## src/design/debug_cpu_access_consts.svh

```systemverilog
// constants of the debug cpu access command block
`ifndef DEBUG_CPU_ACCESS_CONSTS_SVH
`define DEBUG_CPU_ACCESS_CONSTS_SVH

`define ADDR_MASTER_CONTROL 8'h11
`define ADDR_OPERAND_UPPER 8'h13
`define ADDR_OPERAND_HIGH 8'h14
`define ADDR_OPERAND_LOW 8'h15
`define ADDR_ACCESS_COMMAND 8'h16

`define MASTER_RESET_VALUE 8'h00
`define MASTER_RESET_BIT 7

`define CMD_READ_GROUP 5'h00
`define CMD_WRITE_GROUP 5'h10
`define CMD_SET_WIDE 8'h08
`define CMD_CLEAR_WIDE 8'h09
`define CMD_EXCHANGE 8'h0A
`define CMD_READ_MEM 8'h0B
`define CMD_WRITE_MEM 8'h8B

`define REG_INDEX_AF 3'h0
`define REG_INDEX_SP 3'h6
`define REG_INDEX_PC 3'h7

`define CPU_REG_RESET 24'h000000
`define RESULT_RESET 8'h00
`define PC_STEP 24'h000001

`define SYS_CLK_PERIOD_NS 50
`define SYSTEM_RESET_TIME_NS 1000
`define SYSTEM_RESET_CYCLES ((`SYSTEM_RESET_TIME_NS + `SYS_CLK_PERIOD_NS - 1) / `SYS_CLK_PERIOD_NS)

`endif

```

## src/design/debug_cpu_access_pkg.sv

```systemverilog
// types of the debug cpu access command block
package debug_cpu_access_pkg;
  typedef logic [23:0] word24_t;
  typedef enum logic [1:0] {IDLE, MEM_READ, MEM_TAKE} access_state_t;
endpackage

```

## src/design/cpu_reg_bus_if.sv

```systemverilog
// link between the command decoder and the cpu register bank
`timescale 1ns/1ns
interface cpu_reg_bus_if;
  logic [2:0] regSel;
  logic regWrEn;
  logic [23:0] regWrData;
  logic exchange;
  logic wideSet;
  logic wideClear;
  logic pcIncrement;
  logic [23:0] regRdData;
  logic wideMode;
  logic [23:0] pcValue;
  modport ctrl (output regSel, regWrEn, regWrData, exchange, wideSet, wideClear, pcIncrement,
                input regRdData, wideMode, pcValue);
  modport bank (input regSel, regWrEn, regWrData, exchange, wideSet, wideClear, pcIncrement,
                output regRdData, wideMode, pcValue);
endinterface

```

## src/design/cpu_register_bank.sv

```systemverilog
// cpu register bank reached by debug read and write commands
`timescale 1ns/1ns
`include "debug_cpu_access_consts.svh"
module cpu_register_bank
  import debug_cpu_access_pkg::*;
(
  input wire logic sys_clk,
  input wire logic rstn,
  cpu_reg_bus_if.bank bus
);
  word24_t main_q [0:5];
  word24_t main_d [0:5];
  word24_t alt_q [0:3];
  word24_t alt_d [0:3];
  word24_t longSp_q, longSp_d;
  logic [15:0] shortSp_q, shortSp_d;
  word24_t pc_q, pc_d;
  logic wide_q, wide_d;

  always_comb begin
    main_d = main_q;
    alt_d = alt_q;
    longSp_d = longSp_q;
    shortSp_d = shortSp_q;
    pc_d = pc_q;
    wide_d = wide_q;
    if (bus.wideSet) wide_d = 1'b1;
    if (bus.wideClear) wide_d = 1'b0;
    if (bus.exchange) begin
      // memory base byte stays put; flags and accumulator swap, and registers 1 to 3 swap whole
      main_d[0][15:0] = alt_q[0][15:0];
      alt_d[0][15:0] = main_q[0][15:0];
      for (int i = 1; i < 4; i++) begin
        main_d[i] = alt_q[i];
        alt_d[i] = main_q[i];
      end
    end
    if (bus.pcIncrement) pc_d = pc_q + `PC_STEP;
    if (bus.regWrEn) begin
      case (bus.regSel)
        `REG_INDEX_SP: begin
          if (wide_q) longSp_d = bus.regWrData;
          else shortSp_d = bus.regWrData[15:0];
        end
        `REG_INDEX_PC: pc_d = bus.regWrData;
        default: main_d[bus.regSel] = bus.regWrData;
      endcase
    end
  end

  always_comb begin
    case (bus.regSel)
      `REG_INDEX_SP: bus.regRdData = wide_q ? longSp_q : {8'h00, shortSp_q};
      `REG_INDEX_PC: bus.regRdData = pc_q;
      default: bus.regRdData = main_q[bus.regSel];
    endcase
  end

  always_ff @(posedge sys_clk) begin
    if (!rstn) begin
      for (int i = 0; i < 6; i++) main_q[i] <= `CPU_REG_RESET;
      for (int i = 0; i < 4; i++) alt_q[i] <= `CPU_REG_RESET;
      longSp_q <= `CPU_REG_RESET;
      shortSp_q <= 16'h0000;
      pc_q <= `CPU_REG_RESET;
      wide_q <= 1'b0;
    end else begin
      main_q <= main_d;
      alt_q <= alt_d;
      longSp_q <= longSp_d;
      shortSp_q <= shortSp_d;
      pc_q <= pc_d;
      wide_q <= wide_d;
    end
  end

  assign bus.wideMode = wide_q;
  assign bus.pcValue = pc_q;
endmodule // cpu_register_bank

```

## src/design/debug_cpu_access.sv

```systemverilog
// debug register space: master control, operand bytes and access commands
`timescale 1ns/1ns
`include "debug_cpu_access_consts.svh"
module debug_cpu_access
  import debug_cpu_access_pkg::*;
#(
  parameter int RESET_CYCLES = `SYSTEM_RESET_CYCLES
) (
  input wire logic sys_clk,
  input wire logic rstn,
  input wire logic regWrStrobe,
  input wire logic [7:0] regWrAddr,
  input wire logic [7:0] regWrData,
  output logic [7:0] readResultUpper,
  output logic [7:0] readResultHigh,
  output logic [7:0] readResultLow,
  output logic systemResetReq,
  output logic wakeReq,
  output logic wideAddrMode,
  output logic [23:0] memAddr,
  output logic memRdEn,
  output logic memWrEn,
  output logic [7:0] memWrData,
  input wire logic [7:0] memRdData
);
  cpu_reg_bus_if bus ();

  ////////////////////////////////////////////////////////////////////////////////
  // address decode

  logic masterWrite, upperWrite, highWrite, lowWrite, commandWrite;
  logic isReadReg, isWriteReg;
  logic resetStart, resetActive, resetDone;

  assign masterWrite = regWrStrobe && regWrAddr == `ADDR_MASTER_CONTROL;
  assign upperWrite = regWrStrobe && regWrAddr == `ADDR_OPERAND_UPPER;
  assign highWrite = regWrStrobe && regWrAddr == `ADDR_OPERAND_HIGH;
  assign lowWrite = regWrStrobe && regWrAddr == `ADDR_OPERAND_LOW;
  assign commandWrite = regWrStrobe && regWrAddr == `ADDR_ACCESS_COMMAND;
  assign isReadReg = regWrData[7:3] == `CMD_READ_GROUP;
  assign isWriteReg = regWrData[7:3] == `CMD_WRITE_GROUP;

  ////////////////////////////////////////////////////////////////////////////////
  // master control register and system reset

  logic [7:0] master_q, master_d;
  logic wake_q, wake_d;
  logic sysReset_q, sysReset_d;

  assign resetStart = masterWrite && regWrData[`MASTER_RESET_BIT];

  always_comb begin
    master_d = master_q;
    // any master write pulls the cpu out of halt or sleep
    wake_d = masterWrite;
    sysReset_d = resetActive;
    if (resetDone) master_d[`MASTER_RESET_BIT] = 1'b0;
    // writing zero to the reset bit does not cut a running reset short
    if (masterWrite) begin
      master_d[6:0] = regWrData[6:0];
      if (regWrData[`MASTER_RESET_BIT]) master_d[`MASTER_RESET_BIT] = 1'b1;
    end
  end

  always_ff @(posedge sys_clk) begin
    if (!rstn) begin
      master_q <= `MASTER_RESET_VALUE;
      wake_q <= 1'b0;
      sysReset_q <= 1'b0;
    end else begin
      master_q <= master_d;
      wake_q <= wake_d;
      sysReset_q <= sysReset_d;
    end
  end

  system_reset_timer #(
    .RESET_CYCLES(RESET_CYCLES)
  ) u_reset_timer (
    .sys_clk(sys_clk),
    .rstn(rstn),
    .start(resetStart),
    .active(resetActive),
    .done(resetDone)
  );

  ////////////////////////////////////////////////////////////////////////////////
  // write operand bytes

  // no reset: contents are undefined until the host loads them
  word24_t operand_q, operand_d;

  always_comb begin
    operand_d = operand_q;
    if (upperWrite) operand_d[23:16] = regWrData;
    if (highWrite) operand_d[15:8] = regWrData;
    if (lowWrite) operand_d[7:0] = regWrData;
  end

  always_ff @(posedge sys_clk) begin
    operand_q <= operand_d;
  end

  ////////////////////////////////////////////////////////////////////////////////
  // command execution

  access_state_t state_q, state_d;
  word24_t result_q, result_d;
  logic [23:0] memAddr_q, memAddr_d;
  logic memRdEn_q, memRdEn_d;
  logic memWrEn_q, memWrEn_d;
  logic [7:0] memWrData_q, memWrData_d;
  logic idleCommand;
  logic resultLoad;

  // a command written while a memory read is in flight is dropped
  assign idleCommand = commandWrite && state_q == IDLE;

  always_comb begin
    state_d = state_q;
    result_d = result_q;
    resultLoad = 1'b0;
    memAddr_d = memAddr_q;
    memRdEn_d = 1'b0;
    memWrEn_d = 1'b0;
    memWrData_d = memWrData_q;
    bus.regSel = regWrData[2:0];
    bus.regWrEn = 1'b0;
    bus.regWrData = operand_q;
    bus.exchange = 1'b0;
    bus.wideSet = 1'b0;
    bus.wideClear = 1'b0;
    bus.pcIncrement = 1'b0;
    case (state_q)
      IDLE: begin
        if (idleCommand) begin
          if (isReadReg) begin
            result_d = bus.regRdData;
            resultLoad = 1'b1;
          end else if (isWriteReg) begin
            bus.regWrEn = 1'b1;
          end else begin
            case (regWrData)
              `CMD_SET_WIDE: bus.wideSet = 1'b1;
              `CMD_CLEAR_WIDE: bus.wideClear = 1'b1;
              `CMD_EXCHANGE: bus.exchange = 1'b1;
              `CMD_READ_MEM: begin
                memAddr_d = bus.pcValue;
                memRdEn_d = 1'b1;
                state_d = MEM_READ;
              end
              `CMD_WRITE_MEM: begin
                memAddr_d = bus.pcValue;
                memWrData_d = operand_q[7:0];
                memWrEn_d = 1'b1;
                bus.pcIncrement = 1'b1;
              end
              default: ;
            endcase
          end
        end
      end
      MEM_READ: state_d = MEM_TAKE;
      MEM_TAKE: begin
        result_d = {16'h0000, memRdData};
        resultLoad = 1'b1;
        bus.pcIncrement = 1'b1;
        state_d = IDLE;
      end
      default: state_d = IDLE;
    endcase
  end

  always_ff @(posedge sys_clk) begin
    if (!rstn) begin
      state_q <= IDLE;
      result_q <= {`RESULT_RESET, `RESULT_RESET, `RESULT_RESET};
      memAddr_q <= `CPU_REG_RESET;
      memRdEn_q <= 1'b0;
      memWrEn_q <= 1'b0;
      memWrData_q <= 8'h00;
    end else begin
      state_q <= state_d;
      result_q <= result_d;
      memAddr_q <= memAddr_d;
      memRdEn_q <= memRdEn_d;
      memWrEn_q <= memWrEn_d;
      memWrData_q <= memWrData_d;
    end
  end

  cpu_register_bank u_bank (
    .sys_clk(sys_clk),
    .rstn(rstn),
    .bus(bus.bank)
  );

  assign readResultUpper = result_q[23:16];
  assign readResultHigh = result_q[15:8];
  assign readResultLow = result_q[7:0];
  assign systemResetReq = sysReset_q;
  assign wakeReq = wake_q;
  assign wideAddrMode = bus.wideMode;
  assign memAddr = memAddr_q;
  assign memRdEn = memRdEn_q;
  assign memWrEn = memWrEn_q;
  assign memWrData = memWrData_q;
endmodule // debug_cpu_access

```

## src/design/system_reset_timer.sv

```systemverilog
// timer that holds the system reset request for a fixed time
`timescale 1ns/1ns
`include "debug_cpu_access_consts.svh"
module system_reset_timer #(
  parameter int RESET_CYCLES = `SYSTEM_RESET_CYCLES
) (
  input wire logic sys_clk,
  input wire logic rstn,
  input wire logic start,
  output logic active,
  output logic done
);
  localparam logic [15:0] LAST = 16'(RESET_CYCLES - 1);
  logic [15:0] count_q, count_d;
  logic active_q, active_d;
  logic done_q, done_d;

  always_comb begin
    count_d = count_q;
    active_d = active_q;
    done_d = 1'b0;
    if (start) begin
      // a new request restarts the full reset time
      count_d = 16'h0000;
      active_d = 1'b1;
    end else if (active_q) begin
      if (count_q == LAST) begin
        active_d = 1'b0;
        done_d = 1'b1;
      end else begin
        count_d = count_q + 16'h0001;
      end
    end
  end

  always_ff @(posedge sys_clk) begin
    if (!rstn) begin
      count_q <= 16'h0000;
      active_q <= 1'b0;
      done_q <= 1'b0;
    end else begin
      count_q <= count_d;
      active_q <= active_d;
      done_q <= done_d;
    end
  end

  assign active = active_q;
  assign done = done_q;
endmodule // system_reset_timer

```

## config.mk

```make
export PLATFORM = sky130hd
export DESIGN_NAME = debug_cpu_access
export DESIGN_NICKNAME = d
export VERILOG_FILES = /design/src/design/debug_cpu_access_pkg.sv /design/src/design/cpu_reg_bus_if.sv /design/src/design/cpu_register_bank.sv /design/src/design/debug_cpu_access.sv /design/src/design/system_reset_timer.sv
export VERILOG_INCLUDE_DIRS = /design/src /design/src/design
export SDC_FILE = /design/constraint.sdc
export NUM_CORES = 1
export LEC_CHECK = 0
export ABC_AREA = 1
export BUFFER_PORTS_ARGS = -buffer_cell sky130_fd_sc_hd__buf_4
export CORE_UTILIZATION = 55
export DETAILED_ROUTE_END_ITERATION = 6
export PLACE_DENSITY = 0.73
export SETUP_SLACK_MARGIN = 0.15
export SLEW_MARGIN = 5
export SYNTH_ARGS = -nofsm -noshare
export SYNTH_HDL_FRONTEND = slang
export SYNTH_SLANG_ARGS = --single-unit
export TNS_END_PERCENT = 30
```

## constraint.sdc

```tcl
create_clock -name sys_clk -period 2.2 [get_ports sys_clk]
set_clock_uncertainty 0.05 [all_clocks]
set_input_delay 0.33 -clock sys_clk [delete_from_list [all_inputs] [get_ports sys_clk]]
set_output_delay 0.33 -clock sys_clk [all_outputs]
set_load 0.05 [all_outputs]
```

==> Word level (Yosys, flattened, before mapping) <==
Index checks and enable logic that the tools add are counted.
{ "classes": {"n_eq_ne": 21, "bitwise_logic": 9, "add_sub_neg": 2, "mul": 0, "reduce_logical": 25, "n_lt_le_gt_ge": 2, "n_div": 0, "mux": 50, "shifts": 0} }
{ "op_table": {"columns": ["operator", "n"], "rows": [
  ["$mux W136", 2],
  ["$mux W24", 9],
  ["$bwmux W144", 1],
  ["$pmux W24 S2", 2],
  ["$mux W88", 1],
  ["$bmux W24 S3", 1],
  ["$demux W24 S3", 1],
  ["$eq A8 B5 Y1 const B", 5],
  ["$eq A8 B4 Y1 const B", 4],
  ["$mux W1", 27],
  ["$add A24 B1 Y24 const B", 1],
  ["$add A16 B1 Y16 const B", 1],
  ["$eq A16 B5 Y1 const B", 1],
  ["$reduce_and A5 Y1", 2],
  ["$reduce_and A3 Y1", 3],
  ["$eq A8 B8 Y1 const B", 1],
  ["$logic_and A1 B1 Y1", 8],
  ["$mux W2", 4],
  ["$ne A2 B2 Y1 const B", 4],
  ["$not A1 Y1", 8],
  ["$reduce_or A2 Y1", 4],
  ["$eq A3 B3 Y1 const B", 2],
  ["$reduce_and A2 Y1", 3],
  ["$eq A5 B5 Y1 const B", 1],
  ["13 further kinds", 13]
]} }
{ "totals": {"in_bits": 27, "word_cells": 137, "regBits": 400, "memories": 0, "ram_bits": 0, "latch_bits": 0, "rom_bits": 0} }

==> Logic depth before layout (Yosys ltp) <==
Gate-level depths: netlist of the first run.
{ "logic_depth": {"ltp_word": 10, "depth_mapped": 13, "mapped_depth_nobuf": 11} }

==> Modules after synthesis <==
A second synthesis of the first run with hierarchy kept.
{ "unflattened": {"hier_cells": 2339, "hier_area_um2": 17460.5} }
{ "modules_own_cells": {"columns": ["module", "n_inst", "seq_area_each_um2", "cells_per_inst", "area_per_inst_um2"], "rows": [
  ["cpu_register_bank", 1, 5945.7, 1801, 12953.7],
  ["debug_cpu_access", 1, 1961.9, 371, 3384.5],
  ["system_reset_timer", 1, 360.3, 167, 1122.3]
]} }

==> Worst setup path before layout of the first run <==
No wires, ideal clock.
{ "synth_timing": {"path_kind": "reg-to-reg", "start": "reg u_bank.wide_q (netlist: u_bank.bus.wideMode)", "end": "reg result_q[18]", "setup_slack_ps": 295, "n_path_buf": 2, "path_stages_with_launch": 7, "arrival_ps": 1785, "path_cell_list": "dfxtp_1 clkbuf_1 clkbuf_1 nand3_1 a21oi_1 nand3_1 a21oi_1"} }
{ "synth_between": {"elab_chain_len": 5} }
{ "synth_rtl": {"columns": ["element", "line_no", "rtl"], "rows": [
  ["from (decl)", "cpu_register_bank.sv:18", "logic wide_q, wide_d;"],
  ["from (signal assigned)", "cpu_register_bank.sv:73", "wide_q <= wide_d;"],
  ["$mux W24", "cpu_register_bank.sv:53", "`REG_INDEX_SP: bus.regRdData = wide_q ? longSp_q : {8'h00, shortSp_q};"],
  ["$pmux W24 S2", "cpu_register_bank.sv:52", "case (bus.regSel)"],
  ["$mux W24", "debug_cpu_access.sv:137", "if (isReadReg) begin"],
  ["$mux W24", "debug_cpu_access.sv:136", "if (idleCommand) begin"],
  ["$pmux W24 S2", "debug_cpu_access.sv:134", "case (state_q)"],
  ["to (signal assigned)", "debug_cpu_access.sv:177", "result_q <= {`RESULT_RESET, `RESULT_RESET, `RESULT_RESET};"],
  ["to (signal assigned)", "debug_cpu_access.sv:184", "result_q <= result_d;"],
  ["to (decl)", "debug_cpu_access.sv:108", "word24_t result_q, result_d;"]
]} }
No other way between the ends. The select of a mux whose other input is x is not followed.
A chain may end at the register's enable or synchronous reset.

==> Worst setup path in the final report of the first run <==
{ "layout_timing": {"start": "in regWrData[3]", "end": "reg u_bank.main_q[1] (netlist bit)"} }
{ "layout_between": {"elab_chain_len": 6, "word_cells_on_any_way": 7, "cone_classes": "eq/ne: 1; mux: 4; reduce/logical: 2"} }
{ "layout_rtl": {"columns": ["element", "line_no", "rtl"], "rows": [
  ["from (decl)", "debug_cpu_access.sv:13", "input wire logic [7:0] regWrData,"],
  ["$eq A5 B5 Y1 (no source line)", null, null],
  ["$mux W1", "debug_cpu_access.sv:140", "end else if (isWriteReg) begin"],
  ["$mux W1 *", "debug_cpu_access.sv:137", null],
  ["$mux W1 *", "debug_cpu_access.sv:136", null],
  ["$mux W1 *", "debug_cpu_access.sv:134", null],
  ["$reduce_and A2 Y1 (no source line) *", null, null],
  ["to (signal assigned)", "cpu_register_bank.sv:68", "main_q <= main_d;"],
  ["to (decl)", "cpu_register_bank.sv:11", "word24_t main_q [0:5];"]
]} }
Every way passes the cells marked *; elsewhere a longest branch is shown, timed or not.

==> run_results.csv, run 1 <==
group,metric,value,unit
outcome,status,"complete, but fails checks",
outcome,violations,"DRC",
setup_path,crit_path_start_kind,"primary input",
sta,hold_ws,0.02466,ns
setup_path,cpMaxStageDelayCell,"dlygate4sd3_1",
logic_synthesis,synth_area,18810,sq um
power_and_ir_drop,power_density,707.3,nW/um^2
clock_tree,clk_pin_slew,0.06,ns
sta,rsz0062_at_grt,"yes",
setup_path,arrival,2.34,ns
clock_tree,cts_tree,"yes",
final_layout,num_antenna_cells,0,
logic_synthesis,ys_top_cells_by_count,"nand2_1, inv_1, nor2_1",
sta,timing.final.crit_share,0.8887,
sta,setup_viol,0,
clock_tree,cts_htree_levels,2,
setup_path,cp_slowest_stage_delay,0.54,ns
setup_path,critPathRequiredTime,2.58,ns
setup_path,crit_cells,10,
detailed_routing,vias,18510,
logic_synthesis,yosys.cell_types.count,32,
global_route,grt_pass1_wl,90360,microns
final_layout,final_core_util,0.6517,
placed_design,dp_hpwl,37350,microns
power_and_ir_drop,p_leak,9.290,nW
logic_synthesis,avgSynthCellArea,6.729,sq um
logic_synthesis,synth_nets,2825,
detailed_routing,drt_wl_total,56960,microns
global_route,gr-total-overflow,0,
die,io_pins,88,
final_layout,area_delta_synth_final,16.45,%
sta,max_freq,511.5,MHz
power_and_ir_drop,power_frac_seq,0.472,
die,die_h,186.9,microns
detailed_routing,antenna_left,0,
detailed_routing,drtPass1Iterations,7,
setup_path,cp_top_family,"buffers and inverters",
logic_synthesis,ys.flop_type,"dfxtp_1",
power_and_ir_drop,clockPowerShare,0.490,
placed_design,place_congestion,0.9233,
detailed_routing,post_drt_via_cell_ratio,5.572,
logic_synthesis,synth_largest_area_cell,"dfxtp_1",
global_route,grt_usage,0.3208,
global_route,grt_max_degree,132,
power_and_ir_drop,switching_power,3.365,mW
logic_synthesis,synth_area_leaders,"dfxtp_1, nand2_1, o21ai_0, inv_1, a21oi_1",
final_layout,fin_nets,2873,
detailed_routing,initialDrtViolationCount,2067,
logic_synthesis,synth.most_common_cell,"nand2_1",
setup_path,r2r_cells,9,
power_and_ir_drop,comb_power_share,0.038,
logic_synthesis,yosys.area.top_type_share,0.4001,
clock_tree,insertion_delay,0.55,ns
detailed_routing,route.detailed.drc,2,
die,initial_core_util,0.5596,
die,die_w,186.9,microns
detailed_routing,wl_per_cell,17.15,microns
setup_path,critPathKind,"in -> reg",
die,die_area,34950,sq um
setup_path,crit_chain,"dlygate4sd3_1, buf_4, nor3_2, inv_1, nor2_2, buf_12, nand2_1, buf_12, o21ai_0, nor2_1",
die,core_area,33620,sq um
final_layout,drive_gt1_frac,0.09603,
power_and_ir_drop,switching_share,0.2172,
power_and_ir_drop,p_int,12.13,mW
sta,period_needed,1.955,ns
placed_design,port_buffers,87,
worst_hold_path,hold_class,"in -> reg",
global_route,antenna_found_initial,0,
logic_synthesis,yosys_register_bits,400,
clock_tree,numCtsBuffers,43,
sta,drv_slew,0,
sta,hold_violations,0,
power_and_ir_drop,peakVddDrop,0.6124,mV
clock_tree,clock_path_buffers,3,
setup_path,cp_common_cell,"buf_12",
clock_tree,cts.sinks,400,
flow_run,max_cap_violations,0,
logic_synthesis,async_flop_share,0,
setup_path,worstPathMaxFanout,38,
worst_hold_path,worstHoldPathCells,3,
logic_synthesis,synth-edff-count,24,
power_and_ir_drop,power,15.50,mW
global_route,grt_pass1_vias,17120,
sta,slew_headroom,0.5364,
setup_path,worstSetupEndpointType,"flop",
logic_synthesis,syn_inst,2796,
logic_synthesis,synth.yosys.warnings,0,
setup_path,cp_num_buf_inv,5,
die,rows,67,
clock_tree,ctsRootBufferMaster,"clkbuf_16",
sta,tightest_slew,0.6954,ns
logic_synthesis,ys_seq_area_frac,0.4384,
-- area by class of cell --
cell class / instances / area (sq um)
Multi-Input combinational cell: 1825 / 8315
Inverter: 388 / 1468
Clock inverter: 10 / 180.2
Clock buffer: 65 / 1291
Timing Repair Buffer: 186 / 1843
Sequential cell: 400 / 8250
Tap cell: 448 / 560.5
Fill cell: 2943 / 11710
-- sequential cells by signal (all words and copies together), names as in the netlist --
name	flops
bus.regWrData	24
memAddr	24
memRdEn	1
memWrData	8
memWrEn	1
result_q	24
state_q	2
systemResetReq	1
u_bank.alt_q	88
u_bank.bus.pcValue	24
u_bank.bus.wideMode	1
u_bank.longSp_q	24
u_bank.main_q	144
u_bank.shortSp_q	16
u_reset_timer.active	1
u_reset_timer.count_q	16
wakeReq	1
-- metrics by stage --
step | setup WS (ns) | cell area [sq um] | TNS [ns] | cells
3_5_place_dp | -0.08682 | 20330 | -3.103 | 3237
2_1_floorplan | 0.2954 | 18810 | 0 | 2796
6_report | 0.2449 | 21910 | 0 | 3322
5_1_grt | 0.1282 | 21910 | 0 | 3322
4_1_cts | 0.1782 | 21870 | 0 | 3319
3_3_place_gp | -0.02285 | 20330 | -0.07552 | 3237
-- cells by family (layout without fill, tap and decap cells) --
| kind of cell | Yosys count | in the layout | share of synthesized area |
|---|---|---|---|
| AOI/OAI and AO/OA | 655 | 655 | 0.1782 |
| xor gates and xnor gates | 24 | 24 | 0.01117 |
| adders and majority gates | 2 | 2 | 0.001330 |
| buffers and inverters | 571 | 649 | 0.1222 |
| DFF | 400 | 400 | 0.4384 |
| and+or+nand+nor | 1144 | 1144 | 0.2487 |
-- worst reg2reg max path, cell delays in order (launching register included) --
cell and delay (ns):
dfxtp_1 0.34, nor2_2 0.16, nand3_2 0.11, nor2_4 0.19
nand3_4 0.15, inv_8 0.21, buf_12 0.25, nand2_1 0.10
a21oi_1 0.16, nor2_1 0.06
-- power by group through the flow --
stage                     sequential, mW  combinational, mW  clock (mW)
after global placement              7.48              0.558           0
after global routing                7.31              0.639        7.91
final                               7.32              0.593        7.59
after floorplan                     7.47              0.323           0
after detailed placement            7.48              0.566           0
after CTS                           7.32              0.580        7.65
-- cells in the final DEF, fill, tap and decap left out, types with 2 or more instances in the layout --
cell type,n
nand2_1,560
inv_1,382
dfxtp_1,374
nor2_1,371
o21ai_0,305
a21oi_1,285
buf_4,144
nand3_1,108
o22ai_1,56
nand4_1,49
clkbuf_16,45
buf_12,34
nor3_1,24
edfxtp_1,24
xor2_1,21
clkbuf_1,11
clkbuf_8,9
nor2_2,8
o21ai_1,7
dlygate4sd3_1,7
nor2_4,5
nand2_2,5
nand3b_1,5
bufinv_16,5
inv_2,4
xnor2_1,3
clkinvlp_4,3
clkinv_2,3
nand3_2,2
nor4_1,2
o211ai_1,2
ha_1,2
dfxtp_2,2
-- per-layer routing --
metal,GRT usage,vias up,share of wire
met5,0,-,0
met4,0.1274,0,0.036
met3,0.05178,131,0.085
met2,0.5014,767,0.45
met1,0.4431,8623,0.43
li1,-,8988,-
-- path summary, 6_finish.rpt --
check / start / endpoint / slack, ns
worst max-delay path: regWrData[3] / u_bank.main_q[1]$_SDFFE_PN0P_ / 0.24
worst max register to register: state_q[0]$_SDFFE_PN0P_ / u_bank.main_q[70]$_SDFF_PN0_ / 0.30
worst min register to register: u_bank.alt_q[1]$_SDFFE_PN0N_ / u_bank.alt_q[1]$_SDFFE_PN0N_ / 0.41
worst min-delay path: memRdData[0] / result_q[0]$_SDFFE_PN0P_ / 0.02
-- timing repair --
item	in CTS	in global routing
setup endpoints to repair	0	134
gates resized for setup	0	6
hold buffers	7	0
endpoints found under the hold margin	17	0
buffers inserted	0	3
Power figures use the tool's default switching activity.
==> run 2: changes to the inputs <==
--- a/config.mk
+++ b/config.mk
@@ -8,11 +8,10 @@
 export LEC_CHECK = 0
 export ABC_AREA = 1
 export BUFFER_PORTS_ARGS = -buffer_cell sky130_fd_sc_hd__buf_4
-export CORE_UTILIZATION = 55
+export CORE_UTILIZATION = 35
 export DETAILED_ROUTE_END_ITERATION = 6
-export PLACE_DENSITY = 0.73
 export SETUP_SLACK_MARGIN = 0.15
-export SLEW_MARGIN = 5
+export SLEW_MARGIN = 40
 export SYNTH_ARGS = -nofsm -noshare
 export SYNTH_HDL_FRONTEND = slang
 export SYNTH_SLANG_ARGS = --single-unit
==> run 2 against run 1 <==
Against the previous run:
- the run still ends with DRC left
- via count fell by 0.78%
- combinational power rose by 9.9%
- critical path type unchanged
- sequential cell count unchanged
- fmax decreased by 2.2%
- worst setup slack lost 0.044 ns
- largest cell class unchanged
- routed wire length up 6.3%
- largest power group unchanged
- count of clock-buffer cells in the layout decreased by 4
==> run_results.csv, run 2 (synthesized netlist as in run 1, its figures left out) <==
group,metric,value,unit
detailed_routing,drt_wl_total,60570,microns
sta,max_freq,500.2,MHz
clock_tree,cts_htree_levels,2,
setup_path,critical_path.endpoint,"u_bank.longSp_q[17]$_SDFFE_PN0P_",
sta,tightest_slew,0.6765,ns
detailed_routing,initialDrtViolationCount,2013,
setup_path,worstSetupEndpointType,"flop",
global_route,grt_pass1_wl,93260,microns
clock_tree,insertion_delay,0.60,ns
final_layout,seqCellArea,8249,sq um
global_route,grt_max_degree,172,
placed_design,dpl_worst_slack,-0.08224,ns
final_layout,area_delta_synth_final,20.21,%
global_route,grt_usage,0.2173,
die,initial_core_util,0.3559,
detailed_routing,wl_per_cell,16.85,microns
final_layout,top_register,"u_bank.main_q",
final_layout,drive_gt1_frac,0.1043,
power_and_ir_drop,peakVddDrop,0.5340,mV
final_layout,largest_registers,"u_bank.main_q x144, u_bank.alt_q x88",
global_route,gr-total-overflow,0,
final_layout,multi_input_area,8346,sq um
sta,hold_ws,0.06435,ns
sta,setup_ws,0.2007,ns
global_route,antenna_found_initial,1,
outcome,violations,"DRC",
clock_tree,numCtsBuffers,45,
sta,setup_viol,0,
clock_tree,cts_tree,"yes",
final_layout,final_common_cell,"nand2_1",
final_layout,fin_nets,2898,
outcome,status,"complete, but fails checks",
final_layout,num_antenna_cells,0,
sta,rsz0062_at_grt,"yes",
clock_tree,clock_path_buffers,3,
setup_path,critPathRequiredTime,2.67,ns
die,io_pins,88,
power_and_ir_drop,power_density,706.6,nW/um^2
detailed_routing,post_drt_via_cell_ratio,5.110,
sta,drv_slew,0,
die,die_h,233.8,microns
setup_path,r2r-start,"state_q[0]$_SDFFE_PN0P_",
flow_run,max_cap_violations,0,
setup_path,r2r_cells,9,
power_and_ir_drop,p_leak,9.495,nW
setup_path,critPathKind,"in -> reg",
final_layout,layout_common_cells,"nand2_1, inv_1, dfxtp_1",
final_layout,fillers,5306,
placed_design,port_buffers,87,
final_layout,final_core_util,0.4278,
setup_path,r2r-end,"u_bank.main_q[66]$_SDFF_PN0_",
setup_path,crit_start,"regWrAddr[1]",
setup_path,crit_path_start_kind,"primary input",
clock_tree,ctsRootBufferMaster,"clkbuf_16",
die,die_w,233.8,microns
placed_design,place_inst,3482,
placed_design,place_congestion,0.8612,
clock_tree,cts.sinks,400,
detailed_routing,antenna_left,0,
die,die_area,54680,sq um
setup_path,worstPathMaxFanout,9,
setup_path,arrival,2.47,ns
sta,hold_violations,0,
sta,slew_headroom,0.5490,
detailed_routing,route.detailed.drc,7,
clock_tree,clk_pin_slew,0.06,ns
die,core_area,52870,sq um
sta,period_needed,1.999,ns
global_route,grt_pass1_vias,16780,
detailed_routing,vias,18370,
die,rows,84,
placed_design,dp_hpwl,38860,microns
final_layout,final_cells,3594,
final_layout,largest_reg_flops,144,
setup_path,r2r_slack,0.27,ns
worst_hold_path,hold_class,"in -> reg",
detailed_routing,drtPass1Iterations,7,
sta,timing.final.crit_share,0.9088,
## run 2: cell count changes in the layout (fill, tap and decap cells not counted), moves of 3 or more
| cell | previous run | this run |
|---|---|---|
| clkbuf_16 | 45 | 48 |
| nand2_1 | 560 | 556 |
| nand2_2 | 5 | 9 |
| buf_12 | 34 | 37 |
| buf_4 | 144 | 149 |
| clkbuf_1 | 11 | 8 |
| dlygate4sd3_1 | 7 | 18 |
| clkinv_2 | 3 | 10 |
## run 2: worst max-delay path, stage by stage
cell and delay (ns):
dlygate4sd3_1 0.54, buf_6 0.12, nand2_1 0.08, inv_2 0.08, nand2_2 0.06, nor2_2 0.13
nand2_2 0.08, nor2_4 0.17, buf_12 0.13, nand2_2 0.08, nor2_4 0.30, clkbuf_16 0.23
nor2_1 0.04, nor2_1 0.08
## run 2: final cells by class
cell class / count / area share
clock buffer: 61 / 0.05649
clock inverter: 23 / 0.01306
inverter: 388 / 0.06462
multi-input combinational: 1825 / 0.3690
sequential: 400 / 0.3648
tap: 688 / 0.03806
timing repair buffer: 209 / 0.09400
## run 2: what timing repair did
action                                 4_1_cts  5_1_grt
resized for setup                            1       12
setup buffers                                0        8
pin swaps                                    0        6
setup endpoints to repair                    1      255
hold buffers                                18        0
endpoints found under the hold margin       29        0
gates cloned                                 0        2
## run 2: how the worst min path moves through the flow
| stage | start | endpoint | slack, ns | cells after the start |
|---|---|---|---|---|
| finish | regWrAddr[3] | wakeReq$_SDFF_PN0_ | 0.06 | 4 |
| global route | regWrAddr[0] | wakeReq$_SDFF_PN0_ | 0.06 | 3 |
| CTS | regWrAddr[3] | wakeReq$_SDFF_PN0_ | 0.03 | 4 |
| detailed placement | u_bank.alt_q[1]$_SDFFE_PN0N_ | u_bank.alt_q[1]$_SDFFE_PN0N_ | 0.40 | 2 |
| global placement | u_bank.alt_q[1]$_SDFFE_PN0N_ | u_bank.alt_q[1]$_SDFFE_PN0N_ | 0.39 | 2 |
| floorplan | regWrAddr[1] | wakeReq$_SDFF_PN0_ | 0.36 | 1 |
## run 2: per-stage QoR
step	area, sq um	power (mW)	TNS (ns)
2_1_floorplan	18810	7.797	0
3_3_place_gp	20710	8.082	-0.3208
3_5_place_dp	20710	8.087	-3.058
4_1_cts	22470	16.09	0
5_1_grt	22620	16.42	0
6_report	22620	15.98	0
## run 2: power breakdown
part	internal, mW	switching (mW)
Combinational	0.231	0.421
Clock	4.80	3.21
Sequential	7.31	0.00377
Total	12.3	3.64
## run 2: per-layer routing
metal / track usage / vias to the layer above / share of wire
met4: 0.06534 / 0 / 0.024
met2: 0.3374 / 642 / 0.44
met3: 0.03672 / 87 / 0.079
met1: 0.3066 / 8591 / 0.46
li1: - / 9045 / -
met5: 0 / - / 0
